==> config.mk <==
export PLATFORM = sky130hd
export DESIGN_NAME = aom_top
export DESIGN_NICKNAME = d
export VERILOG_FILES = /design/src/inc/aom_pkg.sv /design/src/aom_top.sv
export VERILOG_INCLUDE_DIRS = /design/src /design/src/inc
export SDC_FILE = /design/constraint.sdc
export NUM_CORES = 2
export LEC_CHECK = 0
export ABC_CLOCK_PERIOD_IN_PS = 7900
export BUFFER_PORTS_ARGS = -buffer_cell sky130_fd_sc_hd__buf_2
export CORE_UTILIZATION = 60
export CTS_CLUSTER_DIAMETER = 80
export DETAILED_ROUTE_END_ITERATION = 6
export PLACE_DENSITY = 0.77
export RECOVER_POWER = 100
export SYNTH_ARGS = -nofsm -noshare
export SYNTH_HDL_FRONTEND = slang
export SYNTH_SLANG_ARGS = --single-unit
==> constraint.sdc <==
create_clock -name clk -period 7.9 [get_ports clk]
set_input_delay 0.79 -clock clk [delete_from_list [all_inputs] [get_ports clk]]
set_output_delay 0.79 -clock clk [all_outputs]
set_load 0.05 [all_outputs]
==> src/inc/aom_params.svh <==
// Purpose: constants of the angle output mapper
// Assumes: one 125 MHz clock
// Notes: offsets are byte addresses on the plain register port
`ifndef AOM_PARAMS_SVH
`define AOM_PARAMS_SVH

// ********************************
// widths
// ********************************
`define AOM_ANGLE_W 14
`define AOM_CODE_W 12
`define AOM_CLAMP_W 9
`define AOM_OTP_W 128
`define AOM_ADDR_W 8
`define AOM_DATA_W 32
`define AOM_CLAMP_SHIFT 3

// ********************************
// register offsets and control bits
// ********************************
`define AOM_OFS_START 8'h00
`define AOM_OFS_END 8'h04
`define AOM_OFS_YSTART 8'h08
`define AOM_OFS_YEND 8'h0c
`define AOM_OFS_CLL 8'h10
`define AOM_OFS_CLH 8'h14
`define AOM_OFS_BP 8'h18
`define AOM_OFS_CTRL 8'h1c
`define AOM_OFS_STATUS 8'h20
`define AOM_OFS_BURN 8'h24
`define AOM_CTRL_INV 0
`define AOM_CTRL_BAND 1
`define AOM_CTRL_LOCK 2
`define AOM_BURN_GO 0

// ********************************
// shadow reset values
// ********************************
`define AOM_RST_START 14'h0000
`define AOM_RST_END 14'h3fff
`define AOM_RST_YSTART 12'h000
`define AOM_RST_YEND 12'hfff
`define AOM_RST_CLL 9'h020
`define AOM_RST_CLH 9'h1d8
`define AOM_RST_BP 14'h0000

// ********************************
// failure bands and timing
// ********************************
`define AOM_BAND_LO_CODE 12'h000
`define AOM_BAND_HI_CODE 12'hfff
`define AOM_BAND_LO_MAX 12'h0a3
`define AOM_BAND_HI_MIN 12'hf5d
`define AOM_CLK_MHZ 125
`define AOM_OV_DET_US 50
`define AOM_OV_REC_US 50
`define AOM_UV_DET_US 50
`define AOM_UV_REC_US 50

`endif

==> src/inc/aom_pkg.sv <==
// Purpose: types of the angle output mapper
// Assumes: aom_params.svh gives the widths
// Notes: settings travel as one packed struct
`include "aom_params.svh"
package aom_pkg;

    // ********************************
    // supply monitor states, gray along the path
    // ********************************
    typedef enum logic [1:0] {
        AOM_SUP_NORMAL = 2'h0,
        AOM_SUP_OV_OFF = 2'h1,
        AOM_SUP_UV_OFF = 2'h2
    } aom_sup_e;

    // ********************************
    // output characteristic settings
    // ********************************
    typedef struct packed {
        logic lock;
        logic band_high;
        logic invert;
        logic [`AOM_ANGLE_W-1:0] wrap_break_point;
        logic [`AOM_CLAMP_W-1:0] clamp_high_level;
        logic [`AOM_CLAMP_W-1:0] clamp_low_level;
        logic [`AOM_CODE_W-1:0] end_output_level;
        logic [`AOM_CODE_W-1:0] start_output_level;
        logic [`AOM_ANGLE_W-1:0] angle_end_point;
        logic [`AOM_ANGLE_W-1:0] angle_start_point;
    } aom_cfg_s;

endpackage

==> src/aom_top.sv <==
// Purpose: angle code to output level mapper with supply monitor and diagnostics
// Assumes: angle code from logic on clk; comparator and alarm flags are asynchronous
// Notes: drive_en low means the output driver is in high impedance
//
// Overview of operation
// - overvoltage held past detection time: output off
// - below overvoltage low past recovery: output on
// - undervoltage held past detection time: output off
// - above undervoltage high past time: output on
// - angle is a 14-bit unsigned code
// - result drives a 12-bit supply-referenced converter
// - start and end angles are 14 bits
// - start and end levels are 12 bits
// - linear map between pairs, extended to clamps
// - separate independent 9-bit low/high clamps
// - break point jumps between high and low clamp
// - break point moves the angle wrap position
// - optional slope inversion
// - shadow settings writable until locked, reset on power
// - locked store frozen until a reset clears it, writes ignored
// - settings stored in 128-bit one-time store
// - analog output mode once lock is set
// - short circuit puts driver in high impedance
// - failure gives high impedance or failure band
// - bands are 0-4 and 96-100 percent
// - selection bit picks high or low band
`include "aom_params.svh"
`timescale 1ns/100ps
module aom_top #(
    parameter int CNT_W = 16,
    parameter int OV_DET_CYC = `AOM_OV_DET_US * `AOM_CLK_MHZ,
    parameter int OV_REC_CYC = `AOM_OV_REC_US * `AOM_CLK_MHZ,
    parameter int UV_DET_CYC = `AOM_UV_DET_US * `AOM_CLK_MHZ,
    parameter int UV_REC_CYC = `AOM_UV_REC_US * `AOM_CLK_MHZ
) (
    // clock and reset
    input wire logic clk,
    input wire logic rst_b,
    // register port
    input wire logic [`AOM_ADDR_W-1:0] reg_addr,
    input wire logic [`AOM_DATA_W-1:0] reg_wdata,
    input wire logic reg_wr,
    input wire logic reg_rd,
    output logic [`AOM_DATA_W-1:0] reg_rdata,
    // angle from the front end
    input wire logic [`AOM_ANGLE_W-1:0] angle_code,
    input wire logic angle_valid,
    // asynchronous supply comparators
    input wire logic ov_above_upper,
    input wire logic ov_above_lower,
    input wire logic uv_below_lower,
    input wire logic uv_above_upper,
    // asynchronous fault flags
    input wire logic short_circuit,
    input wire logic [4:0] internal_alarm,
    // converter and driver
    output logic [`AOM_CODE_W-1:0] dac_code,
    output logic drive_en
);

    localparam int SYNC_W = 10;
    localparam logic [CNT_W-1:0] OV_DET = CNT_W'(OV_DET_CYC);
    localparam logic [CNT_W-1:0] OV_REC = CNT_W'(OV_REC_CYC);
    localparam logic [CNT_W-1:0] UV_DET = CNT_W'(UV_DET_CYC);
    localparam logic [CNT_W-1:0] UV_REC = CNT_W'(UV_REC_CYC);

    // ********************************
    // reset release and input synchronisers
    // ********************************
    logic [1:0] rst_pipe_reg;
    logic rst_n;
    logic [SYNC_W-1:0] sync1_reg;
    logic [SYNC_W-1:0] sync2_reg;
    logic ov_hi_s;
    logic ov_lo_s;
    logic uv_lo_s;
    logic uv_hi_s;
    logic sc_s;
    logic alarm_s;

    // reset asserts at once, releases after two edges
    always_ff @(posedge clk or negedge rst_b) begin
        if (!rst_b) begin
            rst_pipe_reg <= 2'h0;
        end else begin
            rst_pipe_reg <= {rst_pipe_reg[0], 1'b1};
        end
    end
    assign rst_n = rst_pipe_reg[1];

    // only the second stage is read by logic
    always_ff @(posedge clk or negedge rst_n) begin
        if (!rst_n) begin
            sync1_reg <= '0;
            sync2_reg <= '0;
        end else begin
            sync1_reg <= {internal_alarm, short_circuit, uv_above_upper,
                          uv_below_lower, ov_above_lower, ov_above_upper};
            sync2_reg <= sync1_reg;
        end
    end
    assign ov_hi_s = sync2_reg[0];
    assign ov_lo_s = sync2_reg[1];
    assign uv_lo_s = sync2_reg[2];
    assign uv_hi_s = sync2_reg[3];
    assign sc_s = sync2_reg[4];
    assign alarm_s = |sync2_reg[9:5];

    // ********************************
    // register port decode
    // ********************************
    aom_pkg::aom_cfg_s shadow_reg;
    aom_pkg::aom_cfg_s cfg;
    logic [`AOM_OTP_W-1:0] otp_reg;
    aom_pkg::aom_cfg_s otp_cfg;
    logic locked;
    logic wr_ok;
    logic burn;
    logic [`AOM_DATA_W-1:0] rd_mux;
    logic [`AOM_DATA_W-1:0] status_word;
    aom_pkg::aom_sup_e sup_reg;

    assign otp_cfg = aom_pkg::aom_cfg_s'(otp_reg[$bits(aom_pkg::aom_cfg_s)-1:0]);
    assign locked = otp_cfg.lock;
    assign wr_ok = reg_wr && !locked;
    assign burn = wr_ok && reg_addr == `AOM_OFS_BURN && reg_wdata[`AOM_BURN_GO];
    // once locked the frozen store runs the analog characteristic
    assign cfg = locked ? otp_cfg : shadow_reg;
    assign status_word = {12'h000, sup_reg, sc_s, alarm_s, drive_en, locked, 2'h0, dac_code};

    // read selection, unmapped offsets read zero
    always_comb begin
        unique case (reg_addr)
            `AOM_OFS_START: rd_mux = 32'(cfg.angle_start_point);
            `AOM_OFS_END: rd_mux = 32'(cfg.angle_end_point);
            `AOM_OFS_YSTART: rd_mux = 32'(cfg.start_output_level);
            `AOM_OFS_YEND: rd_mux = 32'(cfg.end_output_level);
            `AOM_OFS_CLL: rd_mux = 32'(cfg.clamp_low_level);
            `AOM_OFS_CLH: rd_mux = 32'(cfg.clamp_high_level);
            `AOM_OFS_BP: rd_mux = 32'(cfg.wrap_break_point);
            `AOM_OFS_CTRL: rd_mux = 32'({cfg.lock, cfg.band_high, cfg.invert});
            `AOM_OFS_STATUS: rd_mux = status_word;
            default: rd_mux = 32'h0000_0000;
        endcase
    end

    // read data stands one cycle after the strobe only
    always_ff @(posedge clk or negedge rst_n) begin
        if (!rst_n) begin
            reg_rdata <= '0;
        end else begin
            reg_rdata <= reg_rd ? rd_mux : 32'h0000_0000;
        end
    end

    // shadow returns to defaults on every reset
    always_ff @(posedge clk or negedge rst_n) begin
        if (!rst_n) begin
            shadow_reg.angle_start_point <= `AOM_RST_START;
            shadow_reg.angle_end_point <= `AOM_RST_END;
            shadow_reg.start_output_level <= `AOM_RST_YSTART;
            shadow_reg.end_output_level <= `AOM_RST_YEND;
            shadow_reg.clamp_low_level <= `AOM_RST_CLL;
            shadow_reg.clamp_high_level <= `AOM_RST_CLH;
            shadow_reg.wrap_break_point <= `AOM_RST_BP;
            shadow_reg.invert <= 1'b0;
            shadow_reg.band_high <= 1'b0;
            shadow_reg.lock <= 1'b0;
        end else if (wr_ok) begin
            unique case (reg_addr)
                `AOM_OFS_START: shadow_reg.angle_start_point <= reg_wdata[13:0];
                `AOM_OFS_END: shadow_reg.angle_end_point <= reg_wdata[13:0];
                `AOM_OFS_YSTART: shadow_reg.start_output_level <= reg_wdata[11:0];
                `AOM_OFS_YEND: shadow_reg.end_output_level <= reg_wdata[11:0];
                `AOM_OFS_CLL: shadow_reg.clamp_low_level <= reg_wdata[8:0];
                `AOM_OFS_CLH: shadow_reg.clamp_high_level <= reg_wdata[8:0];
                `AOM_OFS_BP: shadow_reg.wrap_break_point <= reg_wdata[13:0];
                `AOM_OFS_CTRL: begin
                    shadow_reg.invert <= reg_wdata[`AOM_CTRL_INV];
                    shadow_reg.band_high <= reg_wdata[`AOM_CTRL_BAND];
                    shadow_reg.lock <= reg_wdata[`AOM_CTRL_LOCK];
                end
                default: ;
            endcase
        end
    end

    // one-time store; a burn while unlocked copies the shadow in
    always_ff @(posedge clk or negedge rst_n) begin
        if (!rst_n) begin
            otp_reg <= '0;
        end else if (burn) begin
            otp_reg <= `AOM_OTP_W'(shadow_reg);
        end
    end

    // ********************************
    // supply monitor
    // ********************************
    logic [CNT_W-1:0] ov_cnt_reg;
    logic [CNT_W-1:0] uv_cnt_reg;
    logic ov_cond;
    logic uv_cond;
    logic ov_done;
    logic uv_done;
    aom_pkg::aom_sup_e sup_next;

    // condition watched depends on the state; each counter is reused for recovery
    assign ov_cond = (sup_reg == aom_pkg::AOM_SUP_NORMAL) ? ov_hi_s :
                     (sup_reg == aom_pkg::AOM_SUP_OV_OFF) && !ov_lo_s;
    assign uv_cond = (sup_reg == aom_pkg::AOM_SUP_NORMAL) ? uv_lo_s :
                     (sup_reg == aom_pkg::AOM_SUP_UV_OFF) && uv_hi_s;
    assign ov_done = ov_cond && ov_cnt_reg >= ((sup_reg == aom_pkg::AOM_SUP_NORMAL) ?
                     OV_DET : OV_REC);
    assign uv_done = uv_cond && uv_cnt_reg >= ((sup_reg == aom_pkg::AOM_SUP_NORMAL) ?
                     UV_DET : UV_REC);

    // counters clear whenever their flag drops early
    always_ff @(posedge clk or negedge rst_n) begin
        if (!rst_n) begin
            ov_cnt_reg <= '0;
            uv_cnt_reg <= '0;
        end else begin
            ov_cnt_reg <= (ov_cond && !ov_done && sup_next == sup_reg) ?
                          ov_cnt_reg + 1'b1 : '0;
            uv_cnt_reg <= (uv_cond && !uv_done && sup_next == sup_reg) ?
                          uv_cnt_reg + 1'b1 : '0;
        end
    end

    // overvoltage wins when both trip in the same cycle
    always_comb begin
        sup_next = sup_reg;
        unique case (sup_reg)
            aom_pkg::AOM_SUP_NORMAL: begin
                if (ov_done) begin
                    sup_next = aom_pkg::AOM_SUP_OV_OFF;
                end else if (uv_done) begin
                    sup_next = aom_pkg::AOM_SUP_UV_OFF;
                end
            end
            aom_pkg::AOM_SUP_OV_OFF: begin
                if (ov_done) begin
                    sup_next = aom_pkg::AOM_SUP_NORMAL;
                end
            end
            aom_pkg::AOM_SUP_UV_OFF: begin
                if (uv_done) begin
                    sup_next = aom_pkg::AOM_SUP_NORMAL;
                end
            end
            default: sup_next = aom_pkg::AOM_SUP_NORMAL;
        endcase
    end

    always_ff @(posedge clk or negedge rst_n) begin
        if (!rst_n) begin
            sup_reg <= aom_pkg::AOM_SUP_NORMAL;
        end else begin
            sup_reg <= sup_next;
        end
    end

    // ********************************
    // output characteristic
    // ********************************
    logic [`AOM_ANGLE_W-1:0] angle_reg;
    logic [`AOM_ANGLE_W-1:0] rel_ang;
    logic [`AOM_ANGLE_W-1:0] rel_t1;
    logic [`AOM_ANGLE_W-1:0] rel_t2;
    logic [`AOM_CODE_W-1:0] y_a;
    logic [`AOM_CODE_W-1:0] y_b;
    logic signed [15:0] d_ang;
    logic signed [15:0] d_span;
    logic signed [13:0] d_lvl;
    logic signed [29:0] prod;
    logic signed [29:0] quot;
    logic signed [30:0] lin;
    logic [`AOM_CODE_W-1:0] clamp_lo;
    logic [`AOM_CODE_W-1:0] clamp_hi;
    logic [`AOM_CODE_W-1:0] norm_code;
    logic [`AOM_CODE_W-1:0] band_code;
    logic [`AOM_CODE_W-1:0] code_next;
    logic drive_next;

    // hold the last valid 14-bit angle
    always_ff @(posedge clk or negedge rst_n) begin
        if (!rst_n) begin
            angle_reg <= '0;
        end else if (angle_valid) begin
            angle_reg <= angle_code;
        end
    end

    // angles measured from the break point, so the wrap sits there
    assign rel_ang = angle_reg - cfg.wrap_break_point;
    assign rel_t1 = cfg.angle_start_point - cfg.wrap_break_point;
    assign rel_t2 = cfg.angle_end_point - cfg.wrap_break_point;
    // inversion swaps the level pair, turning the slope round
    assign y_a = cfg.invert ? cfg.end_output_level : cfg.start_output_level;
    assign y_b = cfg.invert ? cfg.start_output_level : cfg.end_output_level;

    // slope from the two pairs, extended past both ends
    assign d_ang = $signed({2'b00, rel_ang}) - $signed({2'b00, rel_t1});
    assign d_span = $signed({2'b00, rel_t2}) - $signed({2'b00, rel_t1});
    assign d_lvl = $signed({2'b00, y_b}) - $signed({2'b00, y_a});
    assign prod = d_ang * d_lvl;
    // a zero span would divide by zero; it just holds y_a, the start level, or the end level when inverted
    assign quot = (d_span == 16'sh0000) ? 30'sh0000_0000 : prod / 30'(d_span);
    assign lin = $signed({19'h00000, y_a}) + $signed({quot[29], quot});

    // nine-bit clamps sit on the top bits of the 12-bit scale
    assign clamp_lo = {cfg.clamp_low_level, 3'h0};
    assign clamp_hi = {cfg.clamp_high_level, 3'h0};
    // with a rising slope the top of the range just before the break point lands on the high clamp, with a falling one on the low clamp
    assign norm_code = (lin < $signed({19'h00000, clamp_lo})) ? clamp_lo :
                       (lin > $signed({19'h00000, clamp_hi})) ? clamp_hi :
                       lin[`AOM_CODE_W-1:0];
    assign band_code = cfg.band_high ? `AOM_BAND_HI_CODE : `AOM_BAND_LO_CODE;
    // internal alarms go to a band; supply and short faults go high impedance
    assign code_next = alarm_s ? band_code : norm_code;
    assign drive_next = (sup_next == aom_pkg::AOM_SUP_NORMAL) && !sc_s;

    // converter code and driver enable leave straight from flops
    always_ff @(posedge clk or negedge rst_n) begin
        if (!rst_n) begin
            dac_code <= `AOM_BAND_LO_CODE;
            drive_en <= 1'b0;
        end else begin
            dac_code <= code_next;
            drive_en <= drive_next;
        end
    end
endmodule

==> results by group, run 1 <==
Status
  – Status: aborted with a tool error
  – Last flow stage reached: global routing
  – First error: [ERROR GRT-0116] Global routing finished with congestion. Check the congestion regions in the DRC Viewer.

Die
  – Initial Util: 61.0%
  – Die span in x: a little under 300 µm
  – Cell Rows: 105
  – Num ports: between 100 and 150
  – Die Y: 292 µm

Global route
  – Global route total overflow: 476
  – Vias in the first global route: 79100
  – Global Route Usage Sum: 77.2%
  – Largest net degree at the start of global routing: 86
  – First-pass GRT wire length: 500000 µm

Logic synthesis
  – Number of synthesized register bits: between 200 and 300
  – Synth area leader: ha_1
  – Synth warn: 0
  – Synthesized area: 50400 µm²
  – EDFF count, synth: 0
  – Synth top area cells: ha_1, dfrtp_1, fa_1
  – Area share of the largest cell type after synthesis: 16.1%
  – Ys flop type: dfrtp_1
  – Fraction of the yosys area taken by sequential cells: between 10% and 20%
  – Synth async-reset ratio: 100%
  – Cells after Synth: approximately 6200
  – Post-Synthesis Mean Instance Area: 8.07 µm²
  – Yosys cell types: 104

Clock network
  – CTS root buf: clkbuf_16
  – Num CTS Buffers: 22
  – H-tree lvl count: 1
  – CTS sink cnt: about 280
  – CTS max path bufs: 3

Placed design
  – Port Buf Inserts: 83
  – DP HPWL: 173000 µm
  – Final Wtd Congestion: 1.06
## stage by stage
step	hold WS, ps	cells	cell area [µm²]	setup TNS, ps	setup WS [ps]
after floorplan	331	6381	52800	-731390	-61010
after global placement	334	9535	69800	-752540	-62840
after detailed placement	335	9535	69800	-782950	-65360
after CTS	344	9903	75400	-739800	-61770
## what timing repair did
action | CTS
gates resized for setup | 452
hold buffers | 1
setup buffers | 324
setup endpoints to repair | 12
cloned | 6
pin swaps | 358
endpoints found under the hold margin | 1
## synthesized netlist by cell type, types with 17 or more instances
| library cell | count |
|---|---|
| a211oi_1 | 68 |
| o31ai_1 | 55 |
| mux2i_1 | 97 |
| nor2b_1 | 78 |
| nor4_1 | 31 |
| a22oi_1 | 20 |
| nand3b_1 | 17 |
| a31oi_1 | 71 |
| buf_1 | 31 |
| inv_1 | 378 |
| o21ai_1 | 18 |
| xor2_1 | 162 |
| o21ai_0 | 268 |
| o211ai_1 | 60 |
| or2_2 | 44 |
| ha_1 | 648 |
| dfstp_2 | 32 |
| a21boi_0 | 22 |
| nand2_1 | 564 |
| mux2_2 | 309 |
| and3_1 | 35 |
| nand2b_1 | 74 |
| a21oi_1 | 445 |
| dfrtp_1 | 245 |
| o21bai_1 | 60 |
| nor2_1 | 539 |
| nand4_1 | 59 |
| nand3_1 | 129 |
| and2_1 | 79 |
| o2111ai_1 | 22 |
| xnor2_1 | 289 |
| o22ai_1 | 21 |
| a211o_1 | 26 |
| or3_1 | 62 |
| a21o_1 | 189 |
| o21a_1 | 160 |
| nor3_1 | 173 |
| clkbuf_1 | 150 |
| fa_1 | 192 |
## metal layers
layer / GRT usage (%) / GRT overflow
met5: 31.3 / 1
met2: 96.1 / 296
met3: 59.2 / 7
met4: 80.8 / 162
met1: 75.3 / 10
## logic make-up after synthesis
| group | share of synthesized area [%] |
|---|---|
| DFF | 13.8 |
| buffers and inverters | 4.48 |
| AOI/OAI and AO/OA | 23.0 |
| and+or+nand+nor | 18.3 |
| other | 0.0149 |
| muxes | 8.83 |
| adders and majority gates | 23.7 |
| xor gates and xnor gates | 7.84 |
==> run 2, diff against run 1 <==
--- a/config.mk
+++ b/config.mk
@@ -6,12 +6,11 @@
 export SDC_FILE = /design/constraint.sdc
 export NUM_CORES = 2
 export LEC_CHECK = 0
-export ABC_CLOCK_PERIOD_IN_PS = 7900
+export ABC_CLOCK_PERIOD_IN_PS = 10250
 export BUFFER_PORTS_ARGS = -buffer_cell sky130_fd_sc_hd__buf_2
-export CORE_UTILIZATION = 60
-export CTS_CLUSTER_DIAMETER = 80
+export CORE_UTILIZATION = 40
 export DETAILED_ROUTE_END_ITERATION = 6
-export PLACE_DENSITY = 0.77
+export PLACE_DENSITY_LB_ADDON = 0.15
 export RECOVER_POWER = 100
 export SYNTH_ARGS = -nofsm -noshare
 export SYNTH_HDL_FRONTEND = slang
==> constraint.sdc (replaced) <==
create_clock -name clk -period 10.25 [get_ports clk]
set_input_delay 1.025 -clock clk [delete_from_list [all_inputs] [get_ports clk]]
set_output_delay 1.025 -clock clk [all_outputs]
set_load 0.05 [all_outputs]
==> run 2 against run 1 <==
The flow now finishes, with violations (max-capacitance violations, max-slew violations, negative setup slack). Synthesized cell count unchanged. Synthesized area did not move.
==> results by group, run 2 <==
Clock network
  – CTS root buf: clkbuf_16 (unchanged)
  – Worst-path clk slew: 80 ps
  – CTS max path bufs: 3 (unchanged)
  – Clock network latency to the later pin of the worst-skew pair: between 500 and 600 ps
  – H-tree lvl count: 1 (unchanged)
  – CTS tree: yes
  – CTS sink cnt: 277 (unchanged)
  – Num CTS Buffers: 24 (was 22)
  – CTS Hold Bufs: 0 (was 1)

Routing
  – Vias: a little under 60000
  – Routed WL per cell: 19.5 µm
  – Starting DRT DRC Count: 3918
  – Antenna-violating nets left: 0
  – Drt first pass iters: 6
  – Routed wire length: between 200000 and 250000 µm
  – Via density: 5.44
  – DRC: 0

Status
  – Status: finished with violations (was aborted with a tool error)
  – Violated checks: max-capacitance violations, max-slew violations, negative setup slack

STA
  – Period utilization: 694%
  – RSZ-0062 raised after global routing: true
  – Fmax: 0.0141 GHz
  – Final Hold Vio Count: 0
  – Final Setup Violations: 12
  – Worst-margin pin slew: around 3800 ps
  – Fin crit period: between 70000 and 80000 ps
  – Clock Skew: ~29 ps
  – Worst rel slew slack: -156%
  – Post-route setup slack: -60840 ps
  – Final Max Slew Viols: slightly below 200

Worst setup path
  – Arrival @ worst endpoint: approximately 71000 ps
  – Slowest stage delay, CP: 570 ps
  – R2R Path End: dac_code[8]$_DFF_PN0_
  – Slowest CP cell: fa_1
  – CP startpoint: otp_reg[86]$_DFFE_PN0P_
  – Crit Path Max Fanout: 7
  – R2r setup slk: -60840 ps
  – Worst setup path class: reg -> reg
  – Worst Setup Start Kind: flip-flop
  – Crit. End Element: flip-flop
  – Cell repeated most along the worst path: buf_4
  – Worst reg-to-reg path cell count: 385
  – Critical Path RT: between 10000 and 15000 ps
  – RR Startpoint: otp_reg[86]$_DFFE_PN0P_

Placed design
  – Final Wtd Congestion: 0.987 (was 1.06)
  – Place WS: -63620 ps (was -65360 ps)
  – DP HPWL: 165000 µm (was 173000 µm)
  – Port Buf Inserts: 83 (unchanged)

Finish
  – Area growth syn-to-layout: 57.0%
  – Share of layout cells above drive strength 1: 43.8%
  – Commonest non-fill, non-tap cell in the layout: buf_4
  – Commonest cells after routing, fill and taps aside: buf_4, nand2_1, ha_1, nor2_1, inv_1
  – Layout Nets: 9861

Logic synthesis
  – Synth async-reset ratio: 100% (unchanged)
  – Post-Synthesis Mean Instance Area: 8.07 µm² (unchanged)
  – Synth warn: 0 (unchanged)
  – Fraction of the yosys area taken by sequential cells: 13.8% (unchanged)
  – Synth top area cells: ha_1, dfrtp_1, fa_1 (unchanged)
  – Number of synthesized register bits: 277 (unchanged)
  – Cells after Synth: 6242 (unchanged)
  – Most common cell in the netlist: ha_1 (unchanged)
  – EDFF count, synth: 0 (unchanged)
  – Synth area leader: ha_1 (unchanged)
  – Ys flop type: dfrtp_1 (unchanged)
  – Synthesized area: 50400 µm² (unchanged)
  – Area share of the largest cell type after synthesis: 16.1% (unchanged)
  – Post-synth top cells: ha_1, nand2_1, nor2_1 (unchanged)
  – Yosys cell types: 104 (unchanged)

Die
  – Initial Util: 40.6% (was 61.0%)
  – Die Y: 357 µm (was 292 µm)
  – Cell Rows: 129 (was 105)
  – Num ports: 114 (unchanged)
  – CORE AREA: 124000 µm²
  – Die span in x: 357 µm (was 292 µm)
  – Total die area: ~130000 µm²

Global route
  – First-pass GRT wire length: 312000 µm
  – Global route total overflow: 0
  – Global Route Usage Sum: between 30 and 40%
  – Vias in the first global route: 56300
  – Initial antenna violation count: 0
  – Largest net degree at the start of global routing: 85

Flow run
  – Max Cap Viol: 3

Hold path
  – Hold Path Class: in -> async
-- run 2: cell type report --
class,instances,area [µm²]
multi-input combinational,5519,46800
fill,10600,45200
timing repair buffer,2751,21000
sequential,277,6980
tap,1637,2050
inverter,379,1430
clock buffer,39,728
clock inverter,5,81.3
antenna,1,2.50
-- run 2: worst max-delay path by stage --
stage,end,slack [ps],cells past startpoint
final,dac_code[8]$_DFF_PN0_,-60840,385
after global routing,dac_code[5]$_DFF_PN0_,-63590,393
after CTS,dac_code[6]$_DFF_PN0_,-60290,386
after detailed placement,dac_code[6]$_DFF_PN0_,-63620,371
after global placement,dac_code[5]$_DFF_PN0_,-62270,371
after floorplan,dac_code[10]$_DFF_PN0_,-58660,382
-- run 2: cell families (layout without fill, tap and decap cells) --
kind of cell | count (synthesis) | in the layout | share of synthesized area (%)
flops | 277 | 277 | 13.8
buf+inv | 585 | 3174 | 4.48
fa+ha+maj | 841 | 841 | 23.7
mux | 406 | 406 | 8.83
xor+xnor | 451 | 451 | 7.84
simple gates | 1947 | 1947 | 18.3
compound gates | 1733 | 1733 | 23.0
other cells | 2 | 142 | 0.0149
-- run 2: timing repair --
| item | 4_1_cts | 5_1_grt |
|---|---|---|
| gates resized for setup | 217 | 610 |
| gates cloned | 1 | 8 |
| endpoints found under the hold margin | 0 | 0 |
| setup endpoints to repair | 12 | 12 |
| pin swaps | 190 | 499 |
| buffers inserted | 140 | 213 |
-- run 2: stage by stage --
| stage | utilization (%) | hold slack [ps] | area, µm² | instances | TNS [ps] |
|---|---|---|---|---|---|
| after global routing | 63.7 | 250 | 79100 | 10600 | -762240 |
| after detailed placement | 57.4 | 335 | 71400 | 10200 | -762370 |
| after floorplan | - | 331 | 52800 | 6381 | -703190 |
| after global placement | 57.4 | 333 | 71400 | 10200 | -746650 |
| final | 63.7 | 248 | 79100 | 10600 | -729390 |
| after CTS | 59.9 | 233 | 74400 | 10400 | -722630 |
-- run 2: critical path: cells and delay by family, from the launching register on --
kind                       cells  cell delay (ps)
buffers and inverters         84            10920
xor gates and xnor gates       5              950
and+or+nand+nor               69            11780
DFF                            1              550
AOI/OAI and AO/OA            183            33760
adders and majority gates     36            10580
muxes                          8             2290
-- run 2: per-layer routing --
metal | GRT usage [%] | routed length, µm
met5 | 0 | 0
met4 | 11.6 | 9510
met3 | 2.62 | 10800
met2 | 51.2 | 95300
met1 | 41.1 | 91400
Power of run 2 is left out: the tool's default activity adds up to more than one toggle a clock period on the data nets, which glitch-free logic cannot reach.
